### src/hw/stme_pkg.sv
// Package with register map, field positions and mode encodings of the standard timer.
package stme_pkg;

  // Register addresses (byte index on the plain register port).
  localparam logic [2:0] STME_ADDR_CTRL0  = 3'h0;
  localparam logic [2:0] STME_ADDR_CTRL1  = 3'h1;
  localparam logic [2:0] STME_ADDR_CNTLO  = 3'h2;
  localparam logic [2:0] STME_ADDR_CNTHI  = 3'h3;
  localparam logic [2:0] STME_ADDR_CMPALO = 3'h4;
  localparam logic [2:0] STME_ADDR_CMPAHI = 3'h5;
  localparam logic [2:0] STME_ADDR_FLAGS  = 3'h6;

  // Control register 0 field positions.
  localparam int STME_C0_HOLD  = 7;
  localparam int STME_C0_CKHI  = 6;
  localparam int STME_C0_CKLO  = 4;
  localparam int STME_C0_RUN   = 3;
  localparam int STME_C0_RPHI  = 2;
  localparam int STME_C0_RPLO  = 0;

  // Control register 1 field positions.
  localparam int STME_C1_MODEHI = 7;
  localparam int STME_C1_MODELO = 6;
  localparam int STME_C1_IOHI   = 5;
  localparam int STME_C1_IOLO   = 4;
  localparam int STME_C1_INIT   = 3;
  localparam int STME_C1_INV    = 2;
  localparam int STME_C1_SWAP   = 1;
  localparam int STME_C1_CLRSEL = 0;

  // Flag register bit positions; writing one clears a flag.
  localparam int STME_FLAG_A = 0;
  localparam int STME_FLAG_P = 1;

  // Reset values.
  localparam logic [7:0] STME_CTRL_RST = 8'h00;
  localparam logic [9:0] STME_CNT_RST  = 10'h000;

  // Counter geometry.
  localparam int         STME_CNT_W  = 10;
  localparam logic [9:0] STME_CNT_MAX = 10'h3FF;

  // Count clock sources.
  localparam logic [2:0] STME_CK_DIV4  = 3'h0;
  localparam logic [2:0] STME_CK_SYS   = 3'h1;
  localparam logic [2:0] STME_CK_DIV16 = 3'h2;
  localparam logic [2:0] STME_CK_DIV64 = 3'h3;
  localparam logic [2:0] STME_CK_EXTR  = 3'h6;
  localparam logic [2:0] STME_CK_EXTF  = 3'h7;

  // Operating modes.
  typedef enum logic [1:0] {
    STME_MODE_CMP  = 2'h0,
    STME_MODE_CAP  = 2'h1,
    STME_MODE_PWM  = 2'h2,
    STME_MODE_TMR  = 2'h3
  } stme_mode_t;

  // Pin action codes.
  localparam logic [1:0] STME_IO_00 = 2'h0;
  localparam logic [1:0] STME_IO_01 = 2'h1;
  localparam logic [1:0] STME_IO_10 = 2'h2;
  localparam logic [1:0] STME_IO_11 = 2'h3;

  // Register port request carried as one bundle.
  typedef struct packed {
    logic [2:0] addr;
    logic [7:0] wdata;
    logic       wr;
    logic       rd;
  } stme_req_t;

endpackage : stme_pkg

### src/hw/stme_timer.sv
// Standard timer mode engine: counter, comparators, output pin and capture.
//
// The register offsets and the strobed register port were left to the implementer.
`timescale 1ns/10ps
module stme_timer
  import stme_pkg::*;
#(
  parameter int CNT_W = STME_CNT_W
) (
  // Clock and reset.
  input  wire logic             clk,
  input  wire logic             rstn,
  // Register port.
  input  wire stme_req_t        regReq,
  output logic      [7:0]       regRdata,
  // Pins.
  input  wire logic             extClockPin,
  input  wire logic             captureInPin,
  output logic                  waveOutPin,
  output logic                  waveOutEn,
  // Interrupt requests.
  output logic                  compareAIrq,
  output logic                  comparePIrq
);

  logic [7:0]       ctrl0_reg;
  logic [7:0]       ctrl1_reg;
  logic [CNT_W-1:0] count_reg;
  logic [CNT_W-1:0] compareA_reg;
  logic             flagA_reg;
  logic             flagP_reg;
  logic             runDly_reg;
  logic             extDly_reg;
  logic             capDly_reg;
  logic [5:0]       prescale_reg;
  logic             pinLevel_reg;
  logic             pwmOut_reg;
  logic             capPend_reg;
  logic             capFlag_reg;
  logic             pulseEnd_reg;

  // Decoded control fields.
  stme_mode_t mode;
  logic [1:0] pinAction;
  logic [2:0] periodCoarse;
  logic [2:0] clkSel;
  logic       timerRun;
  logic       countHold;
  logic       outputInitialLevel;
  logic       outputInvert;
  logic       dutyPeriodSwap;
  logic       clearSourceSelect;

  assign mode               = stme_mode_t'(ctrl1_reg[STME_C1_MODEHI:STME_C1_MODELO]);
  assign pinAction          = ctrl1_reg[STME_C1_IOHI:STME_C1_IOLO];
  assign outputInitialLevel = ctrl1_reg[STME_C1_INIT];
  assign outputInvert       = ctrl1_reg[STME_C1_INV];
  assign dutyPeriodSwap     = ctrl1_reg[STME_C1_SWAP];
  assign clearSourceSelect  = ctrl1_reg[STME_C1_CLRSEL];
  assign periodCoarse       = ctrl0_reg[STME_C0_RPHI:STME_C0_RPLO];
  assign clkSel             = ctrl0_reg[STME_C0_CKHI:STME_C0_CKLO];
  assign timerRun           = ctrl0_reg[STME_C0_RUN];
  assign countHold          = ctrl0_reg[STME_C0_HOLD];

  // Count clock enable: internal divider or an edge of the external pin.
  // Sources 3 to 5 all take the /64 rate, as the slow clocks live outside this block.
  logic tick;
  logic extRise;
  logic extFall;
  assign extRise = extClockPin & ~extDly_reg;
  assign extFall = ~extClockPin & extDly_reg;
  always_comb begin
    if (clkSel == STME_CK_SYS) begin
      tick = 1'b1;
    end else if (clkSel == STME_CK_DIV4) begin
      tick = (prescale_reg[1:0] == 2'h3);
    end else if (clkSel == STME_CK_DIV16) begin
      tick = (prescale_reg[3:0] == 4'hF);
    end else if (clkSel == STME_CK_EXTR) begin
      tick = extRise;
    end else if (clkSel == STME_CK_EXTF) begin
      tick = extFall;
    end else begin
      tick = (prescale_reg == 6'h3F);
    end
  end

  // Free-running prescaler and edge history registers.
  always_ff @(posedge clk or negedge rstn) begin
    if (!rstn) begin
      prescale_reg <= 6'h00;
      extDly_reg   <= 1'b0;
      capDly_reg   <= 1'b0;
      runDly_reg   <= 1'b0;
    end else begin
      prescale_reg <= prescale_reg + 6'h01;
      extDly_reg   <= extClockPin;
      capDly_reg   <= captureInPin;
      runDly_reg   <= timerRun;
    end
  end

  // Run rising is seen against last cycle's run, so it lasts exactly one cycle.
  // That cycle clears the counter and presets the pin level and PWM state; counting starts one cycle later.
  logic runRise;
  assign runRise = timerRun & ~runDly_reg;

  // Comparator results.
  logic matchA;
  logic matchP;
  logic pwmMode;
  logic pulseMode;
  logic cmpLike;
  logic advance;
  assign pwmMode   = (mode == STME_MODE_PWM) && (pinAction != STME_IO_11);
  assign pulseMode = (mode == STME_MODE_PWM) && (pinAction == STME_IO_11);
  assign cmpLike   = (mode == STME_MODE_CMP) || (mode == STME_MODE_TMR);
  assign advance   = timerRun && !runRise && !countHold && tick;
  // P compares the top three bits of the next count, so a P period is exactly
  // coarse times 128 ticks; coarse 000 then matches at 3FF, which is overflow.
  logic [CNT_W-1:0] countInc;
  assign countInc = count_reg + CNT_W'(1);
  assign matchP = advance && (countInc[CNT_W-1:CNT_W-3] == periodCoarse)
                  && (countInc[CNT_W-4:0] == '0);
  assign matchA = advance && (compareA_reg != '0) && (count_reg == compareA_reg);

  // Period and duty thresholds for PWM.
  // One extra bit lets coarse 000 stand for the full 1024-tick span.
  logic [CNT_W:0] coarseSpan;
  logic [CNT_W:0] pwmPeriod;
  logic [CNT_W:0] pwmDuty;
  assign coarseSpan = (periodCoarse == 3'h0) ? {1'b1, {CNT_W{1'b0}}}
                      : {1'b0, periodCoarse, {(CNT_W-3){1'b0}}};
  assign pwmPeriod  = dutyPeriodSwap ? {1'b0, compareA_reg} : coarseSpan;
  assign pwmDuty    = dutyPeriodSwap ? coarseSpan : {1'b0, compareA_reg};

  // Clear condition per mode.
  // Single pulse mode never clears here; its counter restarts only on run rising.
  logic clearCnt;
  always_comb begin
    clearCnt = 1'b0;
    if (cmpLike) begin
      clearCnt = clearSourceSelect ? matchA : matchP;
    end else if (pwmMode) begin
      clearCnt = dutyPeriodSwap ? matchA : matchP;
    end else if (mode == STME_MODE_CAP) begin
      clearCnt = matchP;
    end
  end

  // Counter: cleared on run rising, held when stopped or paused.
  // With no clear it wraps from 3FF to zero by itself, which is the overflow.
  always_ff @(posedge clk or negedge rstn) begin
    if (!rstn) begin
      count_reg <= STME_CNT_RST;
    end else if (runRise) begin
      count_reg <= '0;
    end else if (advance) begin
      if (clearCnt) begin
        count_reg <= '0;
      end else begin
        count_reg <= count_reg + CNT_W'(1);
      end
    end
  end

  // Capture edge detection.
  // Edges are judged against the last sample, so very short glitches may be missed.
  logic capEdge;
  always_comb begin
    case (pinAction)
      STME_IO_00: capEdge = captureInPin & ~capDly_reg;
      STME_IO_01: capEdge = ~captureInPin & capDly_reg;
      STME_IO_10: capEdge = captureInPin ^ capDly_reg;
      default:    capEdge = 1'b0;
    endcase
  end

  // Capture pending waits for the next count tick, then latches.
  // Waiting for a tick keeps the stored value in step with the slow count rate.
  logic capLatch;
  assign capLatch = capPend_reg && tick;
  always_ff @(posedge clk or negedge rstn) begin
    if (!rstn) begin
      capPend_reg <= 1'b0;
      capFlag_reg <= 1'b0;
    end else begin
      capFlag_reg <= capLatch;
      if (mode != STME_MODE_CAP || !timerRun) begin
        capPend_reg <= 1'b0;
      end else if (capEdge) begin
        capPend_reg <= 1'b1;
      end else if (capLatch) begin
        capPend_reg <= 1'b0;
      end
    end
  end

  // Flag events.
  logic setA;
  logic setP;
  assign setA = (mode == STME_MODE_CAP) ? capFlag_reg : matchA;
  assign setP = (cmpLike && !clearSourceSelect && matchP) || (pwmMode && matchP)
                || ((mode == STME_MODE_CAP) && matchP);

  // Control registers; single pulse end clears run, external edge sets it.
  // A software write to control 0 wins over both automatic changes of run.
  logic extTrig;
  assign extTrig = pulseMode && !timerRun && ((clkSel == STME_CK_EXTF) ? extFall : extRise);
  always_ff @(posedge clk or negedge rstn) begin
    if (!rstn) begin
      ctrl0_reg    <= STME_CTRL_RST;
      ctrl1_reg    <= STME_CTRL_RST;
      pulseEnd_reg <= 1'b0;
    end else begin
      pulseEnd_reg <= 1'b0;
      if (regReq.wr && regReq.addr == STME_ADDR_CTRL0) begin
        ctrl0_reg <= regReq.wdata;
      end else if (pulseMode && matchA) begin
        ctrl0_reg[STME_C0_RUN] <= 1'b0;
        pulseEnd_reg           <= 1'b1;
      end else if (extTrig) begin
        ctrl0_reg[STME_C0_RUN] <= 1'b1;
      end
      if (regReq.wr && regReq.addr == STME_ADDR_CTRL1) begin
        ctrl1_reg <= regReq.wdata;
      end
    end
  end

  // Compare-A storage: software writes or capture latch.
  // A capture wins over a software write in the same cycle; the write is lost.
  always_ff @(posedge clk or negedge rstn) begin
    if (!rstn) begin
      compareA_reg <= '0;
    end else if (mode == STME_MODE_CAP && capLatch) begin
      compareA_reg <= count_reg;
    end else if (regReq.wr && regReq.addr == STME_ADDR_CMPALO) begin
      compareA_reg[7:0] <= regReq.wdata;
    end else if (regReq.wr && regReq.addr == STME_ADDR_CMPAHI) begin
      compareA_reg[CNT_W-1:8] <= regReq.wdata[CNT_W-9:0];
    end
  end

  // Sticky flags; a new event wins over a clear in the same cycle.
  // Losing a clear is safer than losing an event: software simply clears again.
  always_ff @(posedge clk or negedge rstn) begin
    if (!rstn) begin
      flagA_reg <= 1'b0;
      flagP_reg <= 1'b0;
    end else begin
      if (setA) begin
        flagA_reg <= 1'b1;
      end else if (regReq.wr && regReq.addr == STME_ADDR_FLAGS && regReq.wdata[STME_FLAG_A]) begin
        flagA_reg <= 1'b0;
      end
      if (setP) begin
        flagP_reg <= 1'b1;
      end else if (regReq.wr && regReq.addr == STME_ADDR_FLAGS && regReq.wdata[STME_FLAG_P]) begin
        flagP_reg <= 1'b0;
      end
    end
  end

  assign compareAIrq = flagA_reg;
  assign comparePIrq = flagP_reg;

  // Compare-mode pin level and PWM/pulse active state.
  // The PWM level is registered, so the pin follows the count by one cycle.
  logic [CNT_W:0] countNext;
  assign countNext = {1'b0, count_reg};
  always_ff @(posedge clk or negedge rstn) begin
    if (!rstn) begin
      pinLevel_reg <= 1'b0;
      pwmOut_reg   <= 1'b0;
    end else if (runRise) begin
      pinLevel_reg <= outputInitialLevel;
      pwmOut_reg   <= 1'b1;
    end else begin
      if (mode == STME_MODE_CMP && matchA) begin
        case (pinAction)
          STME_IO_01: pinLevel_reg <= 1'b0;
          STME_IO_10: pinLevel_reg <= 1'b1;
          STME_IO_11: pinLevel_reg <= ~pinLevel_reg;
          default:    pinLevel_reg <= pinLevel_reg;
        endcase
      end
      if (pulseMode) begin
        if (!timerRun || pulseEnd_reg) begin
          pwmOut_reg <= 1'b0;
        end
      end else if (pwmMode) begin
        // Active from counter zero until the duty count; full when duty reaches period.
        pwmOut_reg <= (pwmDuty >= pwmPeriod) || (countNext < pwmDuty);
      end
    end
  end

  // Output pin selection; active level set by initial level, then inverted.
  // Timer and capture modes give the pin up to other functions and drop its enable.
  logic activeState;
  logic pinRaw;
  always_comb begin
    activeState = pwmOut_reg;
    if (pwmMode && pinAction == STME_IO_00) begin
      activeState = 1'b0;
    end else if (pwmMode && pinAction == STME_IO_01) begin
      activeState = 1'b1;
    end
    if (mode == STME_MODE_CMP) begin
      pinRaw = pinLevel_reg;
    end else if (mode == STME_MODE_PWM) begin
      pinRaw = outputInitialLevel ? activeState : ~activeState;
    end else begin
      pinRaw = 1'b0;
    end
  end

  assign waveOutPin = (mode == STME_MODE_PWM) ? (pinRaw ^ outputInvert)
                      : (pinRaw ^ (outputInvert && mode == STME_MODE_CMP));
  assign waveOutEn  = (mode == STME_MODE_CMP) || (mode == STME_MODE_PWM);

  // Register read path: data stands one cycle after the read strobe.
  // Writes to the count registers reach no storage and are thereby ignored.
  always_ff @(posedge clk or negedge rstn) begin
    if (!rstn) begin
      regRdata <= 8'h00;
    end else if (regReq.rd) begin
      if (regReq.addr == STME_ADDR_CTRL0) begin
        regRdata <= ctrl0_reg;
      end else if (regReq.addr == STME_ADDR_CTRL1) begin
        regRdata <= ctrl1_reg;
      end else if (regReq.addr == STME_ADDR_CNTLO) begin
        regRdata <= count_reg[7:0];
      end else if (regReq.addr == STME_ADDR_CNTHI) begin
        regRdata <= {6'h00, count_reg[CNT_W-1:8]};
      end else if (regReq.addr == STME_ADDR_CMPALO) begin
        regRdata <= compareA_reg[7:0];
      end else if (regReq.addr == STME_ADDR_CMPAHI) begin
        regRdata <= {6'h00, compareA_reg[CNT_W-1:8]};
      end else if (regReq.addr == STME_ADDR_FLAGS) begin
        regRdata <= {6'h00, flagP_reg, flagA_reg};
      end else begin
        regRdata <= 8'h00;
      end
    end else begin
      regRdata <= 8'h00;
    end
  end

endmodule : stme_timer
### config.mk
export PLATFORM = sky130hd
export DESIGN_NAME = stme_timer
export DESIGN_NICKNAME = d
export VERILOG_FILES = /design/src/hw/stme_pkg.sv /design/src/hw/stme_timer.sv
export SDC_FILE = /design/constraint.sdc
export NUM_CORES = 1
export LEC_CHECK = 0
export ABC_AREA = 1
export BUFFER_PORTS_ARGS = -buffer_cell sky130_fd_sc_hd__buf_2
export CAP_MARGIN = 30
export CORE_ASPECT_RATIO = 0.7
export CORE_MARGIN = 3
export CORE_UTILIZATION = 54
export DETAILED_ROUTE_END_ITERATION = 10
export PLACE_DENSITY = 0.76
export REMOVE_ABC_BUFFERS = 1
export SLEW_MARGIN = 20
export SYNTH_ARGS = -nofsm -noshare
export SYNTH_HDL_FRONTEND = slang
export SYNTH_SLANG_ARGS = --single-unit
### constraint.sdc
create_clock -name clk -period 2.4 [get_ports clk]
set_clock_uncertainty 0.15 [all_clocks]
set_input_delay 0.24 -clock clk [delete_from_list [all_inputs] [get_ports clk]]
set_output_delay 0.24 -clock clk [all_outputs]
set_load 0.01 [all_outputs]
== After elaboration in Yosys (flattened, before gate mapping) ==
Index checks and enable logic that the tools add are counted.

* Register bits after elaboration: 60
* Word-level logic and storage cells: 178

* $add $sub $neg: 2
* $lt $le $gt $ge: 2
* Eq/ne operators: 25
* Muxes and demuxes: 56
* Bitwise operators: 15
* Reduce and logical (&&, ||, !) cells: 60

{| class="wikitable"
|+ Operators with widths
! operator !! number
|-
| 8-bit 2-to-1 mux || 7
|-
| 10-bit 2-to-1 mux || 4
|-
| 1-bit 2-to-1 mux || 36
|-
| 11-bit 2-to-1 mux || 3
|-
| 1-bit logical AND || 29
|-
| 3-bit equality test, second input constant || 5
|-
| 2-bit nonzero test || 6
|-
| 11-bit >= comparator || 1
|-
| 10-bit by 11-bit < comparator with 1-bit output || 1
|-
| 10-bit by 1-bit adder with 10-bit output, second input constant || 1
|-
| 10-bit equality test || 1
|-
| 2-bit equality test, second input constant || 5
|-
| 10-bit nonzero test || 1
|-
| 3-bit by 2-bit equality test with 1-bit output, second input constant || 3
|-
| 3-bit zero test || 3
|-
| 3-bit nonzero test || 3
|-
| 2-bit 2-to-1 mux || 4
|-
| 7-bit zero test || 1
|-
| 1-bit logical OR || 7
|-
| 1-bit inverter || 7
|-
| 6-bit by 1-bit adder with 6-bit output, second input constant || 1
|-
| 3-bit by 1-bit equality test with 1-bit output, second input constant || 2
|-
| 6-bit equality test, second input constant || 1
|-
| 1-bit case mux with 3 select lines || 2
|-
| 12 further kinds || 26
|}

== Depth between registers and ports, before layout ==
Gate-level depths: netlist of run 1.

* Depth after elaboration: 16
* Depth in mapped cells: 15
* Mapped depth without buffers: 15

== Least setup slack after synthesis of run 1 ==
OpenSTA, ideal clock, no wires.

* Kind: register -> register
* From: register ctrl1_reg[1]
* To: register pwmOut_reg
* Library setup time: 120 ps
* Arrival time: 1739 ps
* Data required time: 2130 ps
* Slack: 391 ps
* Stages on the path, launching flop included: 15
* Path buffers: 2
* Clock period less this slack: 2009 ps
* Cells stage by stage: dfrtp_1 -> buf_2 -> clkbuf_1 -> nand2_1 -> o21ai_0 -> inv_1 -> ha_1 -> nand2_1 -> nor2_1 -> nand2_1 -> o2111ai_1 -> a31oi_1 -> nand2_1 -> nand2_1 -> nand2_1

* Word-level cells in the longest chain between the ends: 6
* Elaborated cells between the ends (all ways): 8

{| class="wikitable"
|+ Ends and longest elaborated chain
! what !! line !! text
|-
| from (decl) || stme_timer.sv:27 || <nowiki>logic [7:0] ctrl1_reg;</nowiki>
|-
| from (signal assigned) || stme_timer.sv:226 || <nowiki>ctrl1_reg <= regReq.wdata;</nowiki>
|-
| 11-bit 2-to-1 mux, on equally long branches || stme_timer.sv:135, stme_timer.sv:134 ||
|-
| 11-bit >= comparator or 10-bit by 11-bit < comparator with 1-bit output (tied branches) || stme_timer.sv:294 || <nowiki>pwmOut_reg <= (pwmDuty >= pwmPeriod) || (countNext < pwmDuty);</nowiki>
|-
| 1-bit logical OR (*) || stme_timer.sv:294 ||
|-
| 1-bit 2-to-1 mux (*) || stme_timer.sv:292 || <nowiki>end else if (pwmMode) begin</nowiki>
|-
| 1-bit 2-to-1 mux (*) || stme_timer.sv:288 || <nowiki>if (pulseMode) begin</nowiki>
|-
| 1-bit 2-to-1 mux (*) || stme_timer.sv:276 || <nowiki>end else if (runRise) begin</nowiki>
|-
| to (signal assigned) || stme_timer.sv:294 ||
|-
| to (decl) || stme_timer.sv:37 || <nowiki>logic pwmOut_reg;</nowiki>
|}

Mark *: on every way between the ends. The rest lies on a longest branch, timed or not. The select of a mux whose other input is x is not followed.
A chain may end at the register's enable or synchronous reset.

== Final worst setup path of run 1 ==
* From: register ctrl1_reg[6]
* To: output waveOutPin

* Word-level cells in the longest chain between the ends: 11
* Elaborated cells between the ends (all ways): 15

{| class="wikitable"
|+ Ends and longest elaborated chain
! what !! line !! text
|-
| 2-bit equality test || stme_timer.sv:115, stme_timer.sv:312, stme_timer.sv:319 ||
|-
| 1-bit logical AND || stme_timer.sv:115 || <nowiki>assign pwmMode = (mode == STME_MODE_PWM) && (pinAction != STME_IO_11);</nowiki>
|-
| 1-bit logical AND || stme_timer.sv:307 || <nowiki>end else if (pwmMode && pinAction == STME_IO_01) begin</nowiki>
|-
| 1-bit 2-to-1 mux || stme_timer.sv:307 ||
|-
| 1-bit 2-to-1 mux || stme_timer.sv:305 || <nowiki>if (pwmMode && pinAction == STME_IO_00) begin</nowiki>
|-
| 1-bit inverter || stme_timer.sv:313 || <nowiki>pinRaw = outputInitialLevel ? activeState : ~activeState;</nowiki>
|-
| 1-bit 2-to-1 mux || stme_timer.sv:313 ||
|-
| 1-bit 2-to-1 mux || stme_timer.sv:312 || <nowiki>end else if (mode == STME_MODE_PWM) begin</nowiki>
|-
| 1-bit 2-to-1 mux || stme_timer.sv:310 || <nowiki>if (mode == STME_MODE_CMP) begin</nowiki>
|-
| 1-bit XOR, on equally long branches || stme_timer.sv:320, stme_timer.sv:319 ||
|-
| 1-bit 2-to-1 mux (*) || stme_timer.sv:319 || <nowiki>assign waveOutPin = (mode == STME_MODE_PWM) ? (pinRaw ^ outputInvert)</nowiki>
|-
| to (decl) || stme_timer.sv:19 || <nowiki>output logic waveOutPin,</nowiki>
|}

Mark *: on every way between the ends. The rest lies on a longest branch, timed or not.

==> results.sh, run 1 <==
export IMPL_synth_cells=547
export IMPL_die_h_um=77.4
export IMPL_crit_start="ctrl1_reg[6]"
export IMPL_slowest_stage="dfrtp_1"
export IMPL_first_pass_iters=6
export IMPL_grt_util_met3_pct=8.89
export IMPL_place_congestion=0.972
export IMPL_synth_edf_count=0
export IMPL_place_hpwl_um=9350
export IMPL_syn_avg_cell_area_um2=7.18
export IMPL_timing_final_hold_violations=0
export IMPL_drt_iter0_markers=471
export IMPL_path_max_fanout=4
export IMPL_finalPower_mw=3.85
export IMPL_clkLatencyLatePin_ns=0.35
export IMPL_core_area_um2=6910
export IMPL_status="finished, final reports clean"
export IMPL_post_route_drc_count=0
export IMPL_rr_worst_depth=11
export IMPL_grt_pass1_vias=3864
export IMPL_diodes=0
export IMPL_grt_usage_pct=30.9
export IMPL_slew_violations=0
export IMPL_hold_class="input port to flip-flop"
export IMPL_top_usage_layer="met1"
export IMPL_slowest_delay_ns=0.44
export IMPL_post_route_period_util_pct=98.1
export IMPL_setup_viol=0
export IMPL_pre_cts_ws_ns=0.0255
export IMPL_grt_pass1_wl_um=19800
export IMPL_fin_ws_ns=0.0466
export IMPL_cp_end_kind="output port"
export IMPL_root_buffer="clkbuf_8"
export IMPL_peakVddDrop_mv=0.501
export IMPL_cp_start_kind="flip-flop"
export IMPL_grt_setup_unrepaired="yes"
export IMPL_max_freq_mhz=425
export IMPL_grt_use_met1_pct=47.0
export IMPL_drive_gt1_share_pct=16.9
export IMPL_syn_area_um2=3930
export IMPL_grt_max_degree=61
export IMPL_rr_startpoint="ctrl1_reg[1]"
export IMPL_antenna_found_initial=0
export IMPL_rows=25
export IMPL_ys_types=42
export IMPL_crit_end="waveOutPin"
export IMPL_dieArea_um2=8350
export IMPL_p_leak_nw=2.45
export IMPL_dp_cells=679
export IMPL_cts_buffers=9
export IMPL_area_growth_pct=20.4
export IMPL_ys_async_sr_fraction_pct=100
export IMPL_synth_top_flop_cell="dfrtp_1"
export IMPL_vias=4172
export IMPL_powerDensity_nw_per_um2=814
export IMPL_critPathRequiredTime_ns=2.01
export IMPL_start_util_pct=56.8
export IMPL_fin_util_pct=68.4
export IMPL_final_nets=646
export IMPL_cts_clk_slew_worst_paths_ns=0.08
export IMPL_wl_per_cell_um=17.7
export IMPL_die_w_um=108
export IMPL_slew_headroom_pct=62.7
export IMPL_setup_worst_path_class="flip-flop to output port"
export IMPL_ant_nets=0
export IMPL_via_per_inst=5.88
export IMPL_routed_wl_um=12600
export IMPL_tritoncts="done"
export IMPL_ys_ff_latch=60
export IMPL_overflow=0
export IMPL_drv_cap=0
export IMPL_synth_warnings=0
export IMPL_r2r_end="pwmOut_reg"
export IMPL_layout_cells_non_filler=709
export IMPL_crit_arrival_ns=1.96
export IMPL_ioPinCount=29
export IMPL_clock_path_buffers=2
export IMPL_worstPathCellList="inv_2 > ha_4 > inv_4 > nor2_4 > nand2_1 > o21ai_2 > xor2_1 > nand3_1 > o21ai_1 > xnor2_1 > buf_2"
export IMPL_yosysSeqAreaShare_pct=38.2
export IMPL_worst_r2r_setup_slack_ns=0.14
export IMPL_cts_sinks=60
export IMPL_use_met2_pct=43.1
export IMPL_worst_slew_pin_transition_ns=0.559
export IMPL_min_period_ns=2.35
export IMPL_io_buffers=28
export IMPL_htreeDepth=3
worst max-delay path, delay by kind of cell (launching register included):
kind	cells	cell delay [ns]
AO/OA/AOI/OAI	2	0.16
XOR/XNOR	2	0.28
adder cells (fa/ha/maj)	1	0.16
flip-flops	1	0.44
AND/OR/NAND/NOR	3	0.28
buffers and inverters	3	0.29
cells in the mapped netlist (2+ instances only):
master	n	area (um^2)
xnor2_1	3	26.3
nor2_1	48	180
a21oi_1	18	90.1
a22oi_1	5	37.5
nor3_1	12	60.1
o22ai_1	2	12.5
buf_2	4	20.0
o221ai_1	7	61.3
xor2_1	7	61.3
clkinv_1	2	7.51
nand4_1	7	43.8
nand2_1	143	537
nor2_4	2	22.5
a31oi_1	5	31.3
clkbuf_1	4	15.0
inv_2	2	7.51
nor4_1	2	12.5
nand3_1	40	200
o211ai_1	4	30.0
nor2_2	2	12.5
o21ai_1	5	25.0
o21ai_0	33	165
ha_1	19	238
inv_1	84	315
a211oi_1	3	22.5
nand2_2	3	18.8
a221oi_1	7	61.3
dfrtp_1	60	1500
repair_timing:
item                                   CTS  global route
buffers inserted                         0            10
setup endpoints to repair                3            23
gates resized for setup                  4            22
hold buffers                             4             0
pin swaps                                0             5
endpoints found under the hold margin   63             0
per-stage QoR:
step	TNS [ns]	area [um^2]	hold WS, ns
2_1_floorplan	0	3880	-0.206
3_3_place_gp	0	4300	0.125
3_5_place_dp	0	4300	0.124
4_1_cts	0	4600	0.00207
5_1_grt	-0.132	4730	0.00393
6_report	0	4730	0.00740
area by class of cell:
| cell class | instances | area [um^2] |
|---|---|---|
| clock buffer | 10 | 138 |
| clock inverter | 6 | 111 |
| fill | 593 | 2180 |
| inverter | 88 | 337 |
| multi-input combinational | 389 | 2100 |
| sequential | 60 | 1510 |
| tap | 94 | 118 |
| timing repair buffer | 62 | 418 |
power by group:
| part | total, mW | switching [mW] | internal [mW] |
|---|---|---|---|
| sequential | 1.39 | 0.213 | 1.18 |
| combinational | 1.29 | 0.796 | 0.492 |
| clock | 1.17 | 0.452 | 0.718 |
placed cells by master (no fill, tap or decap), types with 4 or more instances in the layout:
cell type | synthesis | layout
a22oi_1 | 5 | 5
o211ai_1 | 4 | 4
nand2_1 | 143 | 142
inv_1 | 84 | 81
a21oi_1 | 18 | 18
buf_4 | 1 | 29
dfrtp_1 | 60 | 55
nand3_1 | 40 | 39
o21ai_1 | 5 | 6
o21ai_0 | 33 | 30
inv_2 | 2 | 4
nor2_1 | 48 | 45
a221oi_1 | 7 | 7
a31oi_1 | 5 | 5
o221ai_1 | 7 | 7
nor2_4 | 2 | 4
nor3_1 | 12 | 12
buf_2 | 4 | 28
clkbuf_8 | 0 | 10
xor2_1 | 7 | 7
dfrtp_2 | 0 | 5
dlygate4sd3_1 | 0 | 4
ha_1 | 19 | 17
nand4_1 | 7 | 7
per-layer routing:
metal / part of all wire [%] / up-vias
met5: 0 / -
met4: 2.4 / 0
met2: 39 / 305
met1: 44 / 1900
met3: 14 / 38
li1: - / 1929
worst min-delay path by stage:
stage | from | slack, ns | depth (start not counted) | end
6_report | regReq[9] | 0.007 | 3 | compareA_reg[7]
5_1_grt | regReq[9] | 0.004 | 3 | compareA_reg[7]
4_1_cts | regReq[9] | 0.002 | 3 | compareA_reg[7]
3_5_place_dp | rstn | 0.12 | 2 | prescale_reg[3]
3_3_place_gp | rstn | 0.12 | 2 | prescale_reg[3]
2_1_floorplan | rstn | -0.21 | 0 | capDly_reg
cell families after synthesis:
group | share of synthesized area, %
adder cells (fa/ha/maj) | 6.05
multiplexers | 0.287
buffers and inverters | 9.62
AND/OR/NAND/NOR | 28.9
AO/OA/AOI/OAI | 14.7
XOR/XNOR | 2.23
flip-flops | 38.2
No activity file was read; power rests on OpenSTA's default activity.
==> run 2, diff against run 1 <==
- CORE_MARGIN: 3 -> 8
- MAX_ROUTING_LAYER: unset -> met4
==> run 2 against run 1 <==
Effect of this change: sequential share of layout area about the same; register-to-register slack about the same; via count decreased by 1.2%; largest cell class unchanged.
==> results.sh, run 2 (same netlist as run 1, synthesis figures left out) <==
export IMPL_cts_clk_slew_worst_paths_ns=0.07
export IMPL_hold_path_startpoint="regReq[7]"
export IMPL_worst_slew_pin_transition_ns=0.665
export IMPL_peakVddDrop_mv=0.477
export IMPL_setup_viol=0
export IMPL_die_w_um=118
export IMPL_post_dp_cell_area_um2=4300
export IMPL_drt_iter0_markers=500
export IMPL_clkLatencyLatePin_ns=0.35
export IMPL_design_area_um2=4730
export IMPL_cp_end_kind="output port"
export IMPL_clock_path_buffers=2
export IMPL_place_hpwl_um=9390
export IMPL_vias=4122
export IMPL_grt_usage_pct=25.0
export IMPL_slew_headroom_pct=55.5
export IMPL_antenna_found_initial=0
export IMPL_grt_pass1_wl_um=19700
export IMPL_die_h_um=87.4
export IMPL_timing_final_hold_violations=0
export IMPL_tritoncts="done"
export IMPL_grt_pass1_vias=3727
export IMPL_hold_class="input port to flip-flop"
export IMPL_post_route_drc_count=0
export IMPL_final_nets=644
export IMPL_setup_worst_path_class="flip-flop to output port"
export IMPL_setup_tns_ns=0
export IMPL_worst_r2r_setup_slack_ns=0.13
export IMPL_diodes=0
export IMPL_layout_commonest_cell="nand2_1"
export IMPL_via_per_inst=5.80
export IMPL_finalPower_mw=3.68
export IMPL_place_congestion=1.04
export IMPL_start_util_pct=54.6
export IMPL_min_period_ns=2.32
export IMPL_ioPinCount=29
export IMPL_core_area_um2=7190
export IMPL_wl_per_cell_um=17.4
export IMPL_post_route_period_util_pct=96.7
export IMPL_min_delay_path_depth=3
export IMPL_critPathRequiredTime_ns=2.01
export IMPL_io_buffers=28
export IMPL_slew_violations=0
export IMPL_worstHoldEndpoint="compareA_reg[5]"
export IMPL_max_freq_mhz=431
export IMPL_root_buffer="clkbuf_8"
export IMPL_routed_wl_um=12400
export IMPL_cts_buffers=9
export IMPL_rows=26
export IMPL_rr_worst_depth=12
export IMPL_powerDensity_nw_per_um2=777
export IMPL_p_leak_nw=2.43
export IMPL_layout_common_cells="nand2_1 (142), inv_1 (80), dfrtp_1 (56)"
export IMPL_drv_cap=0
export IMPL_grt_setup_unrepaired="yes"
export IMPL_first_pass_iters=5
export IMPL_dieArea_um2=10300
export IMPL_cts_sinks=60
export IMPL_path_max_fanout=3
export IMPL_ant_nets=0
export IMPL_r2r_end="count_reg[2]"
export IMPL_overflow=0
export IMPL_grt_max_degree=39
export IMPL_status="finished, final reports clean"
export IMPL_cp_start_kind="flip-flop"
export IMPL_htreeDepth=3
export IMPL_rr_startpoint="count_reg[7]"
export IMPL_drive_gt1_share_pct=16.5
export IMPL_crit_arrival_ns=1.93
export IMPL_area_growth_pct=20.4
## run 2: report_power, final
group | internal, mW | switching (mW) | leakage (nW) | total (mW)
logic | 0.489 | 0.813 | 1.57 | 1.30
clock network | 0.580 | 0.442 | 0.109 | 1.02
registers | 1.18 | 0.174 | 0.748 | 1.35
## run 2: critical path, cell delays in order, from the launching register on
cell and delay (ns):
dfrtp_1 0.39, inv_2 0.09, ha_4 0.16, inv_4 0.05
nor2_4 0.12, nand2_2 0.07, o21ai_2 0.07, xor2_1 0.16
nand3_1 0.09, o21ai_1 0.10, xnor2_1 0.13, buf_2 0.15
## run 2: layer usage
layer	global-route usage, %	part of all wire, %	vias to the layer above
met2	33.6	41	262
met5	-	0	-
met1	36.2	46	1914
li1	-	-	1921
met4	6.71	1.6	0
met3	5.76	12	25
## run 2: stage by stage
step | instances | hold slack (ns) | util, % | worst slack, ns
floorplan | 537 | -0.206 | - | 0.209
global placement | 682 | 0.110 | 59.8 | -0.0182
detailed placement | 682 | 0.124 | 59.8 | -0.0423
CTS | 705 | 0.000623 | 64.0 | 0.0149
global route | 711 | 0.00867 | 65.8 | -0.0531
finish | 711 | 0.0236 | 65.8 | 0.0801
## run 2: layout make-up
class,count,area (um^2)
clock inverters,7,91.3
flip-flops and latches,60,1510
well taps,98,123
clock buffers,9,124
fillers,632,2460
repair buffers,60,420
inverters,88,333
multi-input cells,389,2130
## run 2: how the worst max path moves through the flow
stage / startpoint / endpoint / slack [ns] / cells past startpoint
finish: ctrl1_reg[6] / waveOutPin / 0.08 / 11
global route: ctrl1_reg[6] / waveOutPin / -0.05 / 11
CTS: ctrl1_reg[6] / waveOutPin / 0.01 / 11
detailed placement: prescale_reg[0] / compareA_reg[4] / -0.04 / 12
global placement: prescale_reg[0] / compareA_reg[5] / -0.02 / 12
floorplan: regReq[12] / ctrl0_reg[7] / 0.21 / 6
## run 2: what timing repair did
action | in CTS | in global routing
hold buffers | 6 | 0
gates resized for setup | 4 | 26
setup buffers | 1 | 6
setup endpoints to repair | 8 | 25
pin swaps | 0 | 9
hold endpoints to repair | 28 | 0
